`src/hw/core_regs_pkg.sv`:
```
// Package: addresses, reset values and carrier types of the core register block
`default_nettype none
package core_regs_pkg;

  // ****************************************
  // Special function register addresses
  // ****************************************
  localparam logic [7:0] STACK_TOP_POINTER_ADDR         = 8'h81;
  localparam logic [7:0] EXTERNAL_POINTER_LOW_ADDR      = 8'h82;
  localparam logic [7:0] EXTERNAL_POINTER_HIGH_ADDR     = 8'h83;
  localparam logic [7:0] USER_PORT_LATCH_LOW_ADDR       = 8'h90;
  localparam logic [7:0] USER_PORT_DIRECTION_LOW_ADDR   = 8'h91;
  localparam logic [7:0] USER_PORT_LATCH_NINTH_ADDR     = 8'ha0;
  localparam logic [7:0] USER_PORT_DIRECTION_NINTH_ADDR = 8'ha1;
  localparam logic [7:0] PROCESSOR_FLAGS_WORD_ADDR      = 8'hd0;
  localparam logic [7:0] MAIN_OPERAND_REGISTER_ADDR     = 8'he0;
  localparam logic [7:0] AUX_OPERAND_REGISTER_ADDR      = 8'hf0;

  // ****************************************
  // Values after reset
  // ****************************************
  localparam logic [7:0]  STACK_TOP_POINTER_RESET         = 8'h07;
  localparam logic [15:0] EXTERNAL_POINTER_RESET          = 16'h0000;
  localparam logic [15:0] PROGRAM_COUNTER_RESET           = 16'h0000;
  localparam logic [7:0]  OPERAND_RESET                   = 8'h00;
  localparam logic [7:0]  PROCESSOR_FLAGS_WORD_RESET      = 8'h00;
  localparam logic [7:0]  USER_PORT_LATCH_LOW_RESET       = 8'hff;
  localparam logic [7:0]  USER_PORT_DIRECTION_LOW_RESET   = 8'hff;
  localparam logic [7:0]  USER_PORT_LATCH_NINTH_RESET     = 8'h00;
  localparam logic [7:0]  USER_PORT_DIRECTION_NINTH_RESET = 8'h01;
  localparam logic [7:0]  UNMAPPED_READ_VALUE             = 8'h00;

  // ****************************************
  // Flag word bit positions and bank layout
  // ****************************************
  localparam int CARRY_FLAG_POS        = 7;
  localparam int HALF_CARRY_FLAG_POS   = 6;
  localparam int USER_FLAG_ZERO_POS    = 5;
  localparam int BANK_SELECT_HIGH_POS  = 4;
  localparam int BANK_SELECT_LOW_POS   = 3;
  localparam int SIGNED_EXCESS_POS     = 2;
  localparam int USER_FLAG_ONE_POS     = 1;
  localparam int PARITY_FLAG_POS       = 0;
  localparam int BANK_BASE_SHIFT       = 3;
  localparam int USER_PIN_COUNT        = 9;

  // ****************************************
  // Carrier types
  // ****************************************
  typedef struct packed {
    logic       wr;
    logic       rd;
    logic [7:0] addr;
    logic [7:0] wdata;
  } sfr_req_type;

  typedef struct packed {
    logic wr;
    logic carry;
    logic half_carry;
    logic signed_excess;
  } alu_flags_type;

endpackage : core_regs_pkg
`default_nettype wire

```
`src/hw/core_arch_regs_user_port.sv`:
```
// Architectural core registers and nine-pin user port with its latches and directions
//
// Behaviour
// - Flag bits 4:3 choose working register bank
// - Parity flag tracks accumulator one-bit count
// - User flags change only by software writes
// - Stack pointer is eight bits, resets 0x07
// - Stack pointer increments before push store
// - Sixteen-bit pointer, loadable whole or bytewise
// - Pointer addresses indexed code and external data
// - Program counter sixteen bits, resets 0x0000
// - Program counter advances on fetch and operand
// - Program counter has no register address
// - Accumulator operand holder; aux for multiply/divide
// - Output pin follows its written latch bit
// - Low latch 0x90 pins 0-7, direction 0x91
// - Ninth pin latch 0xA0, direction 0xA1
// - Direction bit zero makes pin output
// - Every pin bidirectional unless alternate function claims
`default_nettype none
module core_arch_regs_user_port
(
  input  wire logic                      CLOCK,
  input  wire logic                      RST_N,
  input  wire core_regs_pkg::sfr_req_type SFR_REQ,
  output logic [7:0]                     SFR_RDATA,
  output logic                           SFR_RVALID,
  input  wire logic                      STACK_PUSH,
  input  wire logic                      STACK_POP,
  output logic [7:0]                     STACK_TOP,
  input  wire logic                      POINTER_LOAD,
  input  wire logic [15:0]               POINTER_VALUE,
  input  wire logic                      ADDR_INDEXED,
  output logic [15:0]                    EXT_ADDR,
  input  wire logic                      PC_ADVANCE,
  input  wire logic                      PC_LOAD,
  input  wire logic [15:0]               PC_VALUE,
  output logic [15:0]                    PROGRAM_COUNTER,
  input  wire logic                      ACC_WR,
  input  wire logic [7:0]                ACC_VALUE,
  input  wire logic                      AUX_WR,
  input  wire logic [7:0]                AUX_VALUE,
  input  wire core_regs_pkg::alu_flags_type ALU_FLAGS,
  output logic [7:0]                     MAIN_OPERAND,
  output logic [7:0]                     AUX_OPERAND,
  output logic [7:0]                     FLAGS_WORD,
  output logic [7:0]                     BANK_BASE,
  input  wire logic [8:0]                ALT_CLAIM,
  input  wire logic [8:0]                USER_PIN_IN,
  output logic [8:0]                     USER_PIN_OUT,
  output logic [8:0]                     USER_PIN_OE
);

  // ****************************************
  // State of the block
  // ****************************************
  typedef struct packed {
    logic [7:0]  acc;
    logic [7:0]  aux;
    logic [7:0]  flags;
    logic [7:0]  sp;
    logic [15:0] external_address_pointer;
    logic [15:0] pc;
    logic [7:0]  latch_low;
    logic [7:0]  dir_low;
    logic [7:0]  latch_ninth;
    logic [7:0]  dir_ninth;
    logic [8:0]  pin_meta;
    logic [8:0]  pin_sync;
    logic [8:0]  pin_oe;
    logic [7:0]  rd_data;
    logic        rd_valid;
    logic [15:0] ext_addr;
    logic [7:0]  bank_base;
  } state_type;

  localparam state_type RESET_STATE = '{
    acc:         core_regs_pkg::OPERAND_RESET,
    aux:         core_regs_pkg::OPERAND_RESET,
    flags:       core_regs_pkg::PROCESSOR_FLAGS_WORD_RESET,
    sp:          core_regs_pkg::STACK_TOP_POINTER_RESET,
    external_address_pointer:        core_regs_pkg::EXTERNAL_POINTER_RESET,
    pc:          core_regs_pkg::PROGRAM_COUNTER_RESET,
    latch_low:   core_regs_pkg::USER_PORT_LATCH_LOW_RESET,
    dir_low:     core_regs_pkg::USER_PORT_DIRECTION_LOW_RESET,
    latch_ninth: core_regs_pkg::USER_PORT_LATCH_NINTH_RESET,
    dir_ninth:   core_regs_pkg::USER_PORT_DIRECTION_NINTH_RESET,
    pin_meta:    9'h000,
    pin_sync:    9'h000,
    pin_oe:      9'h000,
    rd_data:     core_regs_pkg::UNMAPPED_READ_VALUE,
    rd_valid:    1'b0,
    ext_addr:    core_regs_pkg::EXTERNAL_POINTER_RESET,
    bank_base:   8'h00
  };

  state_type state_q;
  state_type state_d;

  // ****************************************
  // Helper functions
  // ****************************************

  // Even parity over a byte: one when the count of ones is odd
  function automatic logic odd_ones(input logic [7:0] value);
    odd_ones = ^value;
  endfunction : odd_ones

  // Per-bit mix of pin level and latch, steered by direction
  function automatic logic [7:0] port_view(input logic [7:0] latch,
                                            input logic [7:0] dir,
                                            input logic [7:0] pins);
    port_view = (dir & pins) | (~dir & latch);
  endfunction : port_view

  // Working bank base address from the two select bits
  function automatic logic [7:0] bank_start(input logic [7:0] flags);
    logic [1:0] sel;
    sel = {flags[core_regs_pkg::BANK_SELECT_HIGH_POS], flags[core_regs_pkg::BANK_SELECT_LOW_POS]};
    bank_start = {3'b000, sel, 3'b000};
  endfunction : bank_start

  // ****************************************
  // Next-state logic
  // ****************************************
  always_comb
  begin
    logic [7:0] low_view;
    logic [7:0] ninth_view;
    state_d    = state_q;
    low_view   = 8'h00;
    ninth_view = 8'h00;

    // Pins are asynchronous to the clock; one flop alone could go metastable
    // Pins cross in through two flops; only the second stage is read
    state_d.pin_meta = USER_PIN_IN;
    state_d.pin_sync = state_q.pin_meta;

    low_view   = port_view(state_q.latch_low, state_q.dir_low, state_q.pin_sync[7:0]);
    ninth_view = port_view(state_q.latch_ninth, state_q.dir_ninth, {7'h00, state_q.pin_sync[8]});

    // Software writes over the special function register port
    if (SFR_REQ.wr)
    begin
      unique case (SFR_REQ.addr)
        core_regs_pkg::STACK_TOP_POINTER_ADDR:
          state_d.sp = SFR_REQ.wdata;
        core_regs_pkg::EXTERNAL_POINTER_LOW_ADDR:
          state_d.external_address_pointer[7:0] = SFR_REQ.wdata;
        core_regs_pkg::EXTERNAL_POINTER_HIGH_ADDR:
          state_d.external_address_pointer[15:8] = SFR_REQ.wdata;
        core_regs_pkg::USER_PORT_LATCH_LOW_ADDR:
          state_d.latch_low = SFR_REQ.wdata;
        core_regs_pkg::USER_PORT_DIRECTION_LOW_ADDR:
          state_d.dir_low = SFR_REQ.wdata;
        core_regs_pkg::USER_PORT_LATCH_NINTH_ADDR:
          state_d.latch_ninth = SFR_REQ.wdata;
        core_regs_pkg::USER_PORT_DIRECTION_NINTH_ADDR:
          state_d.dir_ninth = SFR_REQ.wdata;
        core_regs_pkg::PROCESSOR_FLAGS_WORD_ADDR:
          state_d.flags[7:1] = SFR_REQ.wdata[7:1];
        core_regs_pkg::MAIN_OPERAND_REGISTER_ADDR:
          state_d.acc = SFR_REQ.wdata;
        core_regs_pkg::AUX_OPERAND_REGISTER_ADDR:
          state_d.aux = SFR_REQ.wdata;
        // Writes elsewhere are dropped rather than trapped
        // no address reaches the program counter
        default:
          state_d.rd_data = state_d.rd_data;
      endcase
    end

    // Register reads answer one cycle later; unmapped reads give zero
    state_d.rd_valid = SFR_REQ.rd;
    if (SFR_REQ.rd)
    begin
      unique case (SFR_REQ.addr)
        core_regs_pkg::STACK_TOP_POINTER_ADDR:         state_d.rd_data = state_q.sp;
        core_regs_pkg::EXTERNAL_POINTER_LOW_ADDR:      state_d.rd_data = state_q.external_address_pointer[7:0];
        core_regs_pkg::EXTERNAL_POINTER_HIGH_ADDR:     state_d.rd_data = state_q.external_address_pointer[15:8];
        core_regs_pkg::USER_PORT_LATCH_LOW_ADDR:       state_d.rd_data = low_view;
        core_regs_pkg::USER_PORT_DIRECTION_LOW_ADDR:   state_d.rd_data = state_q.dir_low;
        core_regs_pkg::USER_PORT_LATCH_NINTH_ADDR:     state_d.rd_data = ninth_view;
        core_regs_pkg::USER_PORT_DIRECTION_NINTH_ADDR: state_d.rd_data = state_q.dir_ninth;
        core_regs_pkg::PROCESSOR_FLAGS_WORD_ADDR:      state_d.rd_data = state_q.flags;
        core_regs_pkg::MAIN_OPERAND_REGISTER_ADDR:     state_d.rd_data = state_q.acc;
        core_regs_pkg::AUX_OPERAND_REGISTER_ADDR:      state_d.rd_data = state_q.aux;
        default:                                       state_d.rd_data = core_regs_pkg::UNMAPPED_READ_VALUE;
      endcase
    end

    // Execution writes come after software ones, so they win a clash
    // operand registers loaded by execution
    if (ACC_WR)
    begin
      state_d.acc = ACC_VALUE;
    end
    if (AUX_WR)
    begin
      state_d.aux = AUX_VALUE;
    end

    // Arithmetic flags; the user flags and bank bits are left alone
    if (ALU_FLAGS.wr)
    begin
      state_d.flags[core_regs_pkg::CARRY_FLAG_POS]      = ALU_FLAGS.carry;
      state_d.flags[core_regs_pkg::HALF_CARRY_FLAG_POS] = ALU_FLAGS.half_carry;
      state_d.flags[core_regs_pkg::SIGNED_EXCESS_POS]   = ALU_FLAGS.signed_excess;
    end

    // parity follows the next accumulator value
    state_d.flags[core_regs_pkg::PARITY_FLAG_POS] = odd_ones(state_d.acc);

    // No overflow guard: the pointer wraps, keeping the stack in range is up to software
    // pre-increment on push, post-decrement on pop
    if (STACK_PUSH)
    begin
      state_d.sp = state_q.sp + 8'h01;
    end
    else if (STACK_POP)
    begin
      state_d.sp = state_q.sp - 8'h01;
    end

    if (POINTER_LOAD)
    begin
      state_d.external_address_pointer = POINTER_VALUE;
    end

    // advance on fetch, jump load takes priority
    if (PC_LOAD)
    begin
      state_d.pc = PC_VALUE;
    end
    else if (PC_ADVANCE)
    begin
      state_d.pc = state_q.pc + 16'h0001;
    end

    if (ADDR_INDEXED)
    begin
      // Sum cut to sixteen bits; indexing past the top wraps to zero
      state_d.ext_addr = 16'(state_d.external_address_pointer + {8'h00, state_d.acc});
    end
    else
    begin
      state_d.ext_addr = state_d.external_address_pointer;
    end

    state_d.bank_base = bank_start(state_d.flags);

    // Claim only removes drive; the read path still follows direction and latch
    // direction zero drives; alternate claim releases pin
    state_d.pin_oe = ~{state_d.dir_ninth[0], state_d.dir_low} & ~ALT_CLAIM;
  end

  // ****************************************
  // State register
  // ****************************************

  // Synchronous reset; every field has a constant reset value
  always_ff @(posedge CLOCK)
  begin
    if (!RST_N)
    begin
      state_q <= RESET_STATE;
    end
    else
    begin
      state_q <= state_d;
    end
  end

  // ****************************************
  // Outputs, all straight from flops
  // ****************************************
  assign SFR_RDATA       = state_q.rd_data;
  assign SFR_RVALID      = state_q.rd_valid;
  assign STACK_TOP       = state_q.sp;
  assign EXT_ADDR        = state_q.ext_addr;
  assign PROGRAM_COUNTER = state_q.pc;
  assign MAIN_OPERAND    = state_q.acc;
  assign AUX_OPERAND     = state_q.aux;
  assign FLAGS_WORD      = state_q.flags;
  assign BANK_BASE       = state_q.bank_base;
  assign USER_PIN_OUT    = {state_q.latch_ninth[0], state_q.latch_low};
  assign USER_PIN_OE     = state_q.pin_oe;

endmodule : core_arch_regs_user_port
`default_nettype wire

```
`config.mk`:
```
export PLATFORM = sky130hd
export DESIGN_NAME = core_arch_regs_user_port
export DESIGN_NICKNAME = d
export VERILOG_FILES = /design/src/hw/core_regs_pkg.sv /design/src/hw/core_arch_regs_user_port.sv
export SDC_FILE = /design/constraint.sdc
export NUM_CORES = 1
export LEC_CHECK = 0
export BUFFER_PORTS_ARGS = -buffer_cell sky130_fd_sc_hd__buf_4
export CAP_MARGIN = 20
export CORE_MARGIN = 4
export CORE_UTILIZATION = 35
export CTS_CLUSTER_DIAMETER = 150
export CTS_CLUSTER_SIZE = 28
export DETAILED_ROUTE_END_ITERATION = 16
export GPL_TIMING_DRIVEN = 0
export PLACE_DENSITY_LB_ADDON = 0.08
export SKIP_CTS_REPAIR_TIMING = 1
export SLEW_MARGIN = 25
export SYNTH_ARGS = -nofsm -noshare
export SYNTH_HDL_FRONTEND = slang
export SYNTH_SLANG_ARGS = --single-unit
```
`constraint.sdc`:
```
create_clock -name CLOCK -period 8.05 [get_ports CLOCK]
set_input_delay 2.0125 -clock CLOCK [delete_from_list [all_inputs] [get_ports CLOCK]]
set_output_delay 2.0125 -clock CLOCK [all_outputs]
set_load 0.005 [all_outputs]
```
==> impl_metrics.yaml, run 1 <==
clock_network:
  path_clk_slew_ns: 0.07
  cts_buffer_depth: 2
  cts.sinks: 148
  cts_tree: "done"
  clkLatencyLatePin_ns: 0.43
  cts_made_buffers: 17
  htree_levels: 4
  root_buffer: "clkbuf_16"
sta:
  tightest_slew_ns: 0.980
  period_needed_ns: 5.81
  skew_ns: 0.0130
  rsz0062_at_grt: "no"
  max_freq_mhz: 172
  hold_slack_ns: 0.430
  layout_setup_ws_ns: 2.24
  hold_violations: 0
  setup_viol: 0
  drv_slew: 0
  fin_crit_sh_pct: 72.1
  maxSlewHeadroom_pct: 34.7
  fin_setup_tns_ns: 0
yosys:
  yosysUniqueCellTypes: 83
  yosys.area.top_type: "dfxtp_1"
  yosys-top-cells-count: "dfxtp_1 (148), nor2_1 (121), buf_4 (101)"
  yosysSeqAreaShare_pct: 36.0
  syn_avg_cell_area_sq_um: 8.14
  synth_edf_count: 0
  synth.most_common_cell: "dfxtp_1"
  synthFlopType: "dfxtp_1"
  syn-cell-area_sq_mm: 0.00823
  yosys-top-cells-area: "dfxtp_1 (36%), buf_4 (9.2%), nor2_1 (5.5%)"
  synth_top_area_share_pct: 36.0
  synth_seq_cells: 148
  syn_inst: 1011
  synth_warnings: 0
  async_reset_ff_share_pct: 0
floorplanning:
  initial_core_util_pct: 35.9
  num_io_pins: 197
  chipHeight_um: 161
  die_area_sq_mm: 0.0260
  die_w_um: 161
  core_sq_mm: 0.0229
  rows: 55
pwr:
  p_comb_share_pct: 16.7
  pwr-share-clk_pct: 41.1
  power.internal_mw: 1.33
  p_leak_nw: 4.73
  p_sw_mw: 0.547
  vdd_drop_max_mv: 0.139
  p_per_area_mw_per_mm2: 178
  seq_power_share_pct: 42.2
  switching_share_pct: 29.1
detailed_routing:
  finalWirelength_um: 28500
  post_drt_wl_per_cell_um: 18.5
  dr.pass1.iters: 5
  drtIter0Drc: 655
  route.detailed.drc: 0
  vias: 7714
  ant_nets: 0
  vias_per_cell: 5.01
grt:
  grt_usage_pct: 21.4
  overflow: 0
  antenna_found_initial: 0
  grt_max_degree: 17
  grt_pass1_vias: 7306
  grt_pass1_wl_um: 42800
place:
  gp_congestion: 0.865
  pre_cts_ws_ns: 1.83
  port_buffers: 180
  dpl.hpwl_um: 21500
  dp_cells: 1509
setup_path:
  setup.worst_path.start_class: "input pin"
  arrival_ns: 6.16
  path_class: "input pin to flop"
  worstSetupStartpoint: "SFR_REQ[13]"
  required_ns: 8.40
  crit_fanout: 10
  worstReg2RegStart: "state_q[108]"
  crit_path_end_kind: "flop"
min_path:
  hp-class: "flop to flop"
  hold_path_startpoint: "state_d[44]"
job:
  maxCapViolCount: 0
cells_and_area:
  drive_gt1_share_pct: 29.0
  area_growth_pct: 28.1
  nets: 1322
  instances_no_fill: 1541
  fill_cells: 2361
  final_util_pct: 46.0
  antenna_cells: 0
outcome:
  outcome: "complete, no violations"
## layout by cell type, fill, tap and decap left out, types with 10 or more instances in the layout
| cell | instances |
|---|---|
| buf_4 | 281 |
| dfxtp_1 | 148 |
| nor2_1 | 121 |
| nand2_1 | 88 |
| a21oi_1 | 77 |
| clkbuf_1 | 48 |
| and2_1 | 42 |
| o21ai_0 | 40 |
| nand3_1 | 37 |
| mux2i_1 | 36 |
| inv_1 | 27 |
| a22oi_1 | 18 |
| clkbuf_16 | 17 |
| xnor2_1 | 16 |
| xor2_1 | 15 |
| a31oi_1 | 14 |
| mux2_2 | 13 |
| and3_1 | 10 |
| nor3_1 | 10 |
| nand4_1 | 10 |
## cell type report
cell class / instances / area (sq um) / share of cell area [%]
clock inverter: 13 / 111 / 1.06
tap: 313 / 392 / 3.71
inverter: 30 / 113 / 1.07
clock buffer: 19 / 443 / 4.20
sequential: 148 / 2960 / 28.1
buffer: 160 / 988 / 9.37
multi-input combinational: 678 / 4190 / 39.7
timing repair buffer: 180 / 1350 / 12.8
## kinds of logic (layout without fill, tap and decap cells)
logic type / Yosys count / in the layout / synth area share [%]
and+or+nand+nor: 359 / 359 / 21.4
DFF: 148 / 148 / 36.0
xor gates and xnor gates: 31 / 31 / 3.30
other: 1 / 6 / 0.0455
buffers and inverters: 190 / 402 / 13.4
adders and majority gates: 11 / 11 / 1.70
muxes: 50 / 50 / 6.29
AOI/OAI and AO/OA: 221 / 221 / 17.9
## worst max-delay path, stage by stage
cell      delay, ns
buf_4          0.12
buf_4          0.17
or4b_4         0.57
nor2_2         0.45
nand2_1        0.31
mux2i_1        0.18
o21ai_0        0.43
ha_1           0.26
inv_1          0.06
fa_1           0.41
a41oi_1        0.22
a211oi_2       0.08
o21ai_2        0.25
a21boi_2       0.15
or3_1          0.33
a21oi_1        0.14
## stage by stage
step	instance area [sq um]	total power, mW
after global placement	9990	1.12
after global routing	10500	1.96
final	10500	1.88
after floorplan	8250	0.983
after CTS	10500	1.89
after detailed placement	9990	1.12
## per-layer routing
| metal | up-vias | GRT usage, % | routed length (um) |
|---|---|---|---|
| li1 | 3824 | - | - |
| met1 | 3584 | 29.5 | 13000 |
| met2 | 279 | 34.4 | 13000 |
| met3 | 27 | 4.06 | 2020 |
| met4 | 0 | 5.47 | 402 |
| met5 | - | 0 | 0 |
## registers in the layout, summed over array words and instances (netlist names)
signal,flops
USER_PIN_OE,9
EXT_ADDR,16
SFR_RVALID,1
state_q,48
STACK_TOP,8
AUX_OPERAND,8
state_d,9
SFR_RDATA,8
MAIN_OPERAND,8
PROGRAM_COUNTER,16
USER_PIN_OUT,9
FLAGS_WORD,8
## worst paths after layout
path                                     end  slack (ns)  depth (start not counted)
worst max-delay path            EXT_ADDR[14]        2.24                         16
worst max register to register  EXT_ADDR[14]        5.15                         11
worst min-delay path             state_q[44]        0.43                          1
worst min register to register   state_q[44]        0.43                          1
## power by group through the flow
stage	Combinational, mW	Clock (mW)	Sequential [mW]
global route	0.344	0.819	0.796
detailed placement	0.313	0	0.809
global placement	0.313	0	0.809
finish	0.313	0.774	0.793
floorplan	0.187	0	0.797
CTS	0.314	0.788	0.792
Power figures use the tool's default switching activity.
==> run 2: changes to the inputs <==
- ABC_AREA: unset -> 1
- clock period: 8.05 -> 5.9 ns (I/O delays scaled with it)
==> impl_metrics.yaml, run 2 <==
cells_and_area:
  fill_cells: 2518
  regMostFlops: "state_q"
  area_growth_pct: 28.5
  drive_gt1_share_pct: 27.0
  largest_register_ffs: 48
  nets: 1514
  antenna_cells: 0
  mostFrequentLayoutCell: "buf_4"
  layout_common_cells: "buf_4 (283), nand2_1 (244), inv_1 (157)"
yosys:
  synth_seq_cells: 148
  yosysSeqAreaShare_pct: 35.3
  async_reset_ff_share_pct: 0
  synth_warnings: 0
  synth_top_area_share_pct: 35.3
  syn-cell-area_sq_mm: 0.00840
  syn_avg_cell_area_sq_um: 7.01
  syn_inst: 1199
  synth_edf_count: 0
  synth.most_common_cell: "nand2_1"
  yosys-top-cells-area: "dfxtp_1 (35%), nand2_1 (11%), buf_4 (8.8%)"
  yosysUniqueCellTypes: 50
  yosys.area.top_type: "dfxtp_1"
  yosys-top-cells-count: "nand2_1 (244), inv_1 (157), dfxtp_1 (148)"
  synthFlopType: "dfxtp_1"
sta:
  max_freq_mhz: 253
  maxSlewHeadroom_pct: 49.7
  fin_setup_tns_ns: 0
  setup_viol: 0
  fin_crit_sh_pct: 66.9
  hold_slack_ns: 0.412
  skew_ns: 0.0149
  hold_violations: 0
  rsz0062_at_grt: "no"
  drv_slew: 0
  period_needed_ns: 3.95
  tightest_slew_ns: 0.755
grt:
  grt_pass1_wl_um: 44500
  grt_usage_pct: 21.7
  grt_max_degree: 19
  grt_pass1_vias: 7757
  overflow: 0
  antenna_found_initial: 0
pwr:
  p_per_area_mw_per_mm2: 245
  switching_share_pct: 31.2
  vdd_drop_max_mv: 0.163
  p_comb_share_pct: 17.1
  p_leak_nw: 5.38
  seq_power_share_pct: 40.9
  p_sw_mw: 0.826
  power.internal_mw: 1.82
  pwr-share-clk_pct: 42.0
job:
  maxCapViolCount: 0
place:
  dpl.hpwl_um: 23300
  port_buffers: 184
  gp_congestion: 0.923
clock_network:
  cts_buffer_depth: 2
  root_buffer: "clkbuf_16"
  cts_tree: "done"
  cts_made_buffers: 17
  htree_levels: 4
  path_clk_slew_ns: 0.07
  clkLatencyLatePin_ns: 0.44
  cts.sinks: 148
setup_path:
  crit_chain: "buf_4 > inv_1 > buf_2 > buf_2 > buf_2 > o211ai_1 > o21ai_0 > inv_1 > ha_1 > a21oi_1 > a21oi_1 > nand4_1 > nand3_2 > nand3_1 > nand2_1 > nor2_1"
  crit_fanout: 10
  required_ns: 6.23
  path_class: "input pin to flop"
  setup.worst_path.start_class: "input pin"
  arrival_ns: 4.28
  cp_top_family: "buffers and inverters"
  crit_slowest_cell: "a21oi_1"
  cp_common_cell: "buf_2"
  worst-path-buf-inv: 6
  crit_path_end_kind: "flop"
  max_stage_delay_ns: 0.39
floorplanning:
  die_area_sq_mm: 0.0266
  rows: 56
  num_io_pins: 197
  initial_core_util_pct: 35.7
  die_w_um: 163
  core_sq_mm: 0.0235
  chipHeight_um: 163
outcome:
  outcome: "complete, no violations"
detailed_routing:
  vias_per_cell: 4.77
  drtIter0Drc: 577
  post_drt_wl_per_cell_um: 16.8
  route.detailed.drc: 0
  ant_nets: 0
  dr.pass1.iters: 5
  vias: 8301
  finalWirelength_um: 29200
min_path:
  hp-class: "flop to flop"
-- run 2: changes by cell type in the layout (fill, tap and decap cells not counted), moves of 13 or more --
cell,change
nand2_2,+15
mux2i_1,-36
nand2_1,+156
mux2_2,-13
nand3_1,+16
o211ai_1,+16
a22oi_1,-17
o21ai_0,+34
nor2_1,-23
clkbuf_1,-23
and2_1,-42
inv_1,+130
-- run 2: routing by layer --
metal	share of wire, %	track usage [%]	up-vias
met4	1.4	4.77	0
met1	48	31.8	3722
met5	0	0	-
met2	43	32.6	335
met3	7.8	4.91	29
li1	-	-	4215
-- run 2: logic make-up after synthesis --
group,share of synthesized area (%)
compound gates,17.4
other cells,0.0446
xor+xnor,2.29
simple gates,25.1
flops,35.3
fa+ha+maj,1.43
buf+inv,18.5
-- run 2: power by group through the flow --
stage               clock, mW  sequential, mW  combinational, mW
finish                   1.11            1.08              0.453
global route             1.17            1.09              0.504
CTS                      1.13            1.08              0.453
detailed placement          0            1.11              0.450
global placement            0            1.11              0.448
floorplan                   0            1.09              0.270
-- run 2: worst paths after layout --
path                    from      endpoint  slack [ns]  cells past startpoint
min reg2reg      state_d[48]   state_q[48]        0.41                      2
min              state_d[48]   state_q[48]        0.41                      2
max reg2reg  MAIN_OPERAND[1]  EXT_ADDR[10]        3.52                     12
max             POINTER_LOAD  EXT_ADDR[11]        1.95                     16
-- run 2: final cells by class --
cell class	count	area [sq um]	area share (%)
multi-input combinational	750	3910	36.2
sequential	148	2960	27.4
timing repair buffer	184	1380	12.8
buffer	136	912	8.44
inverter	170	641	5.93
clock buffer	17	425	3.94
tap	319	399	3.70
clock inverter	15	174	1.61
-- run 2: stage by stage --
| step | utilization, % | instance area, sq um | power, mW | instances | worst slack, ns |
|---|---|---|---|---|---|
| 5_1_grt | 45.9 | 10800 | 2.77 | 1739 | 1.70 |
| 4_1_cts | 45.9 | 10800 | 2.67 | 1739 | 2.00 |
| 6_report | 45.9 | 10800 | 2.65 | 1739 | 1.95 |
| 3_5_place_dp | 43.3 | 10200 | 1.56 | 1707 | 1.56 |
| 2_1_floorplan | - | 8420 | 1.36 | 1204 | 2.23 |
| 3_3_place_gp | 43.3 | 10200 | 1.55 | 1707 | 1.58 |
-- run 2: worst min-delay path, delay by kind of cell, from the launching register on --
family | cells | cell delay (ns)
buffers and inverters | 1 | 0.04
and+or+nand+nor | 1 | 0.04
DFF | 1 | 0.31
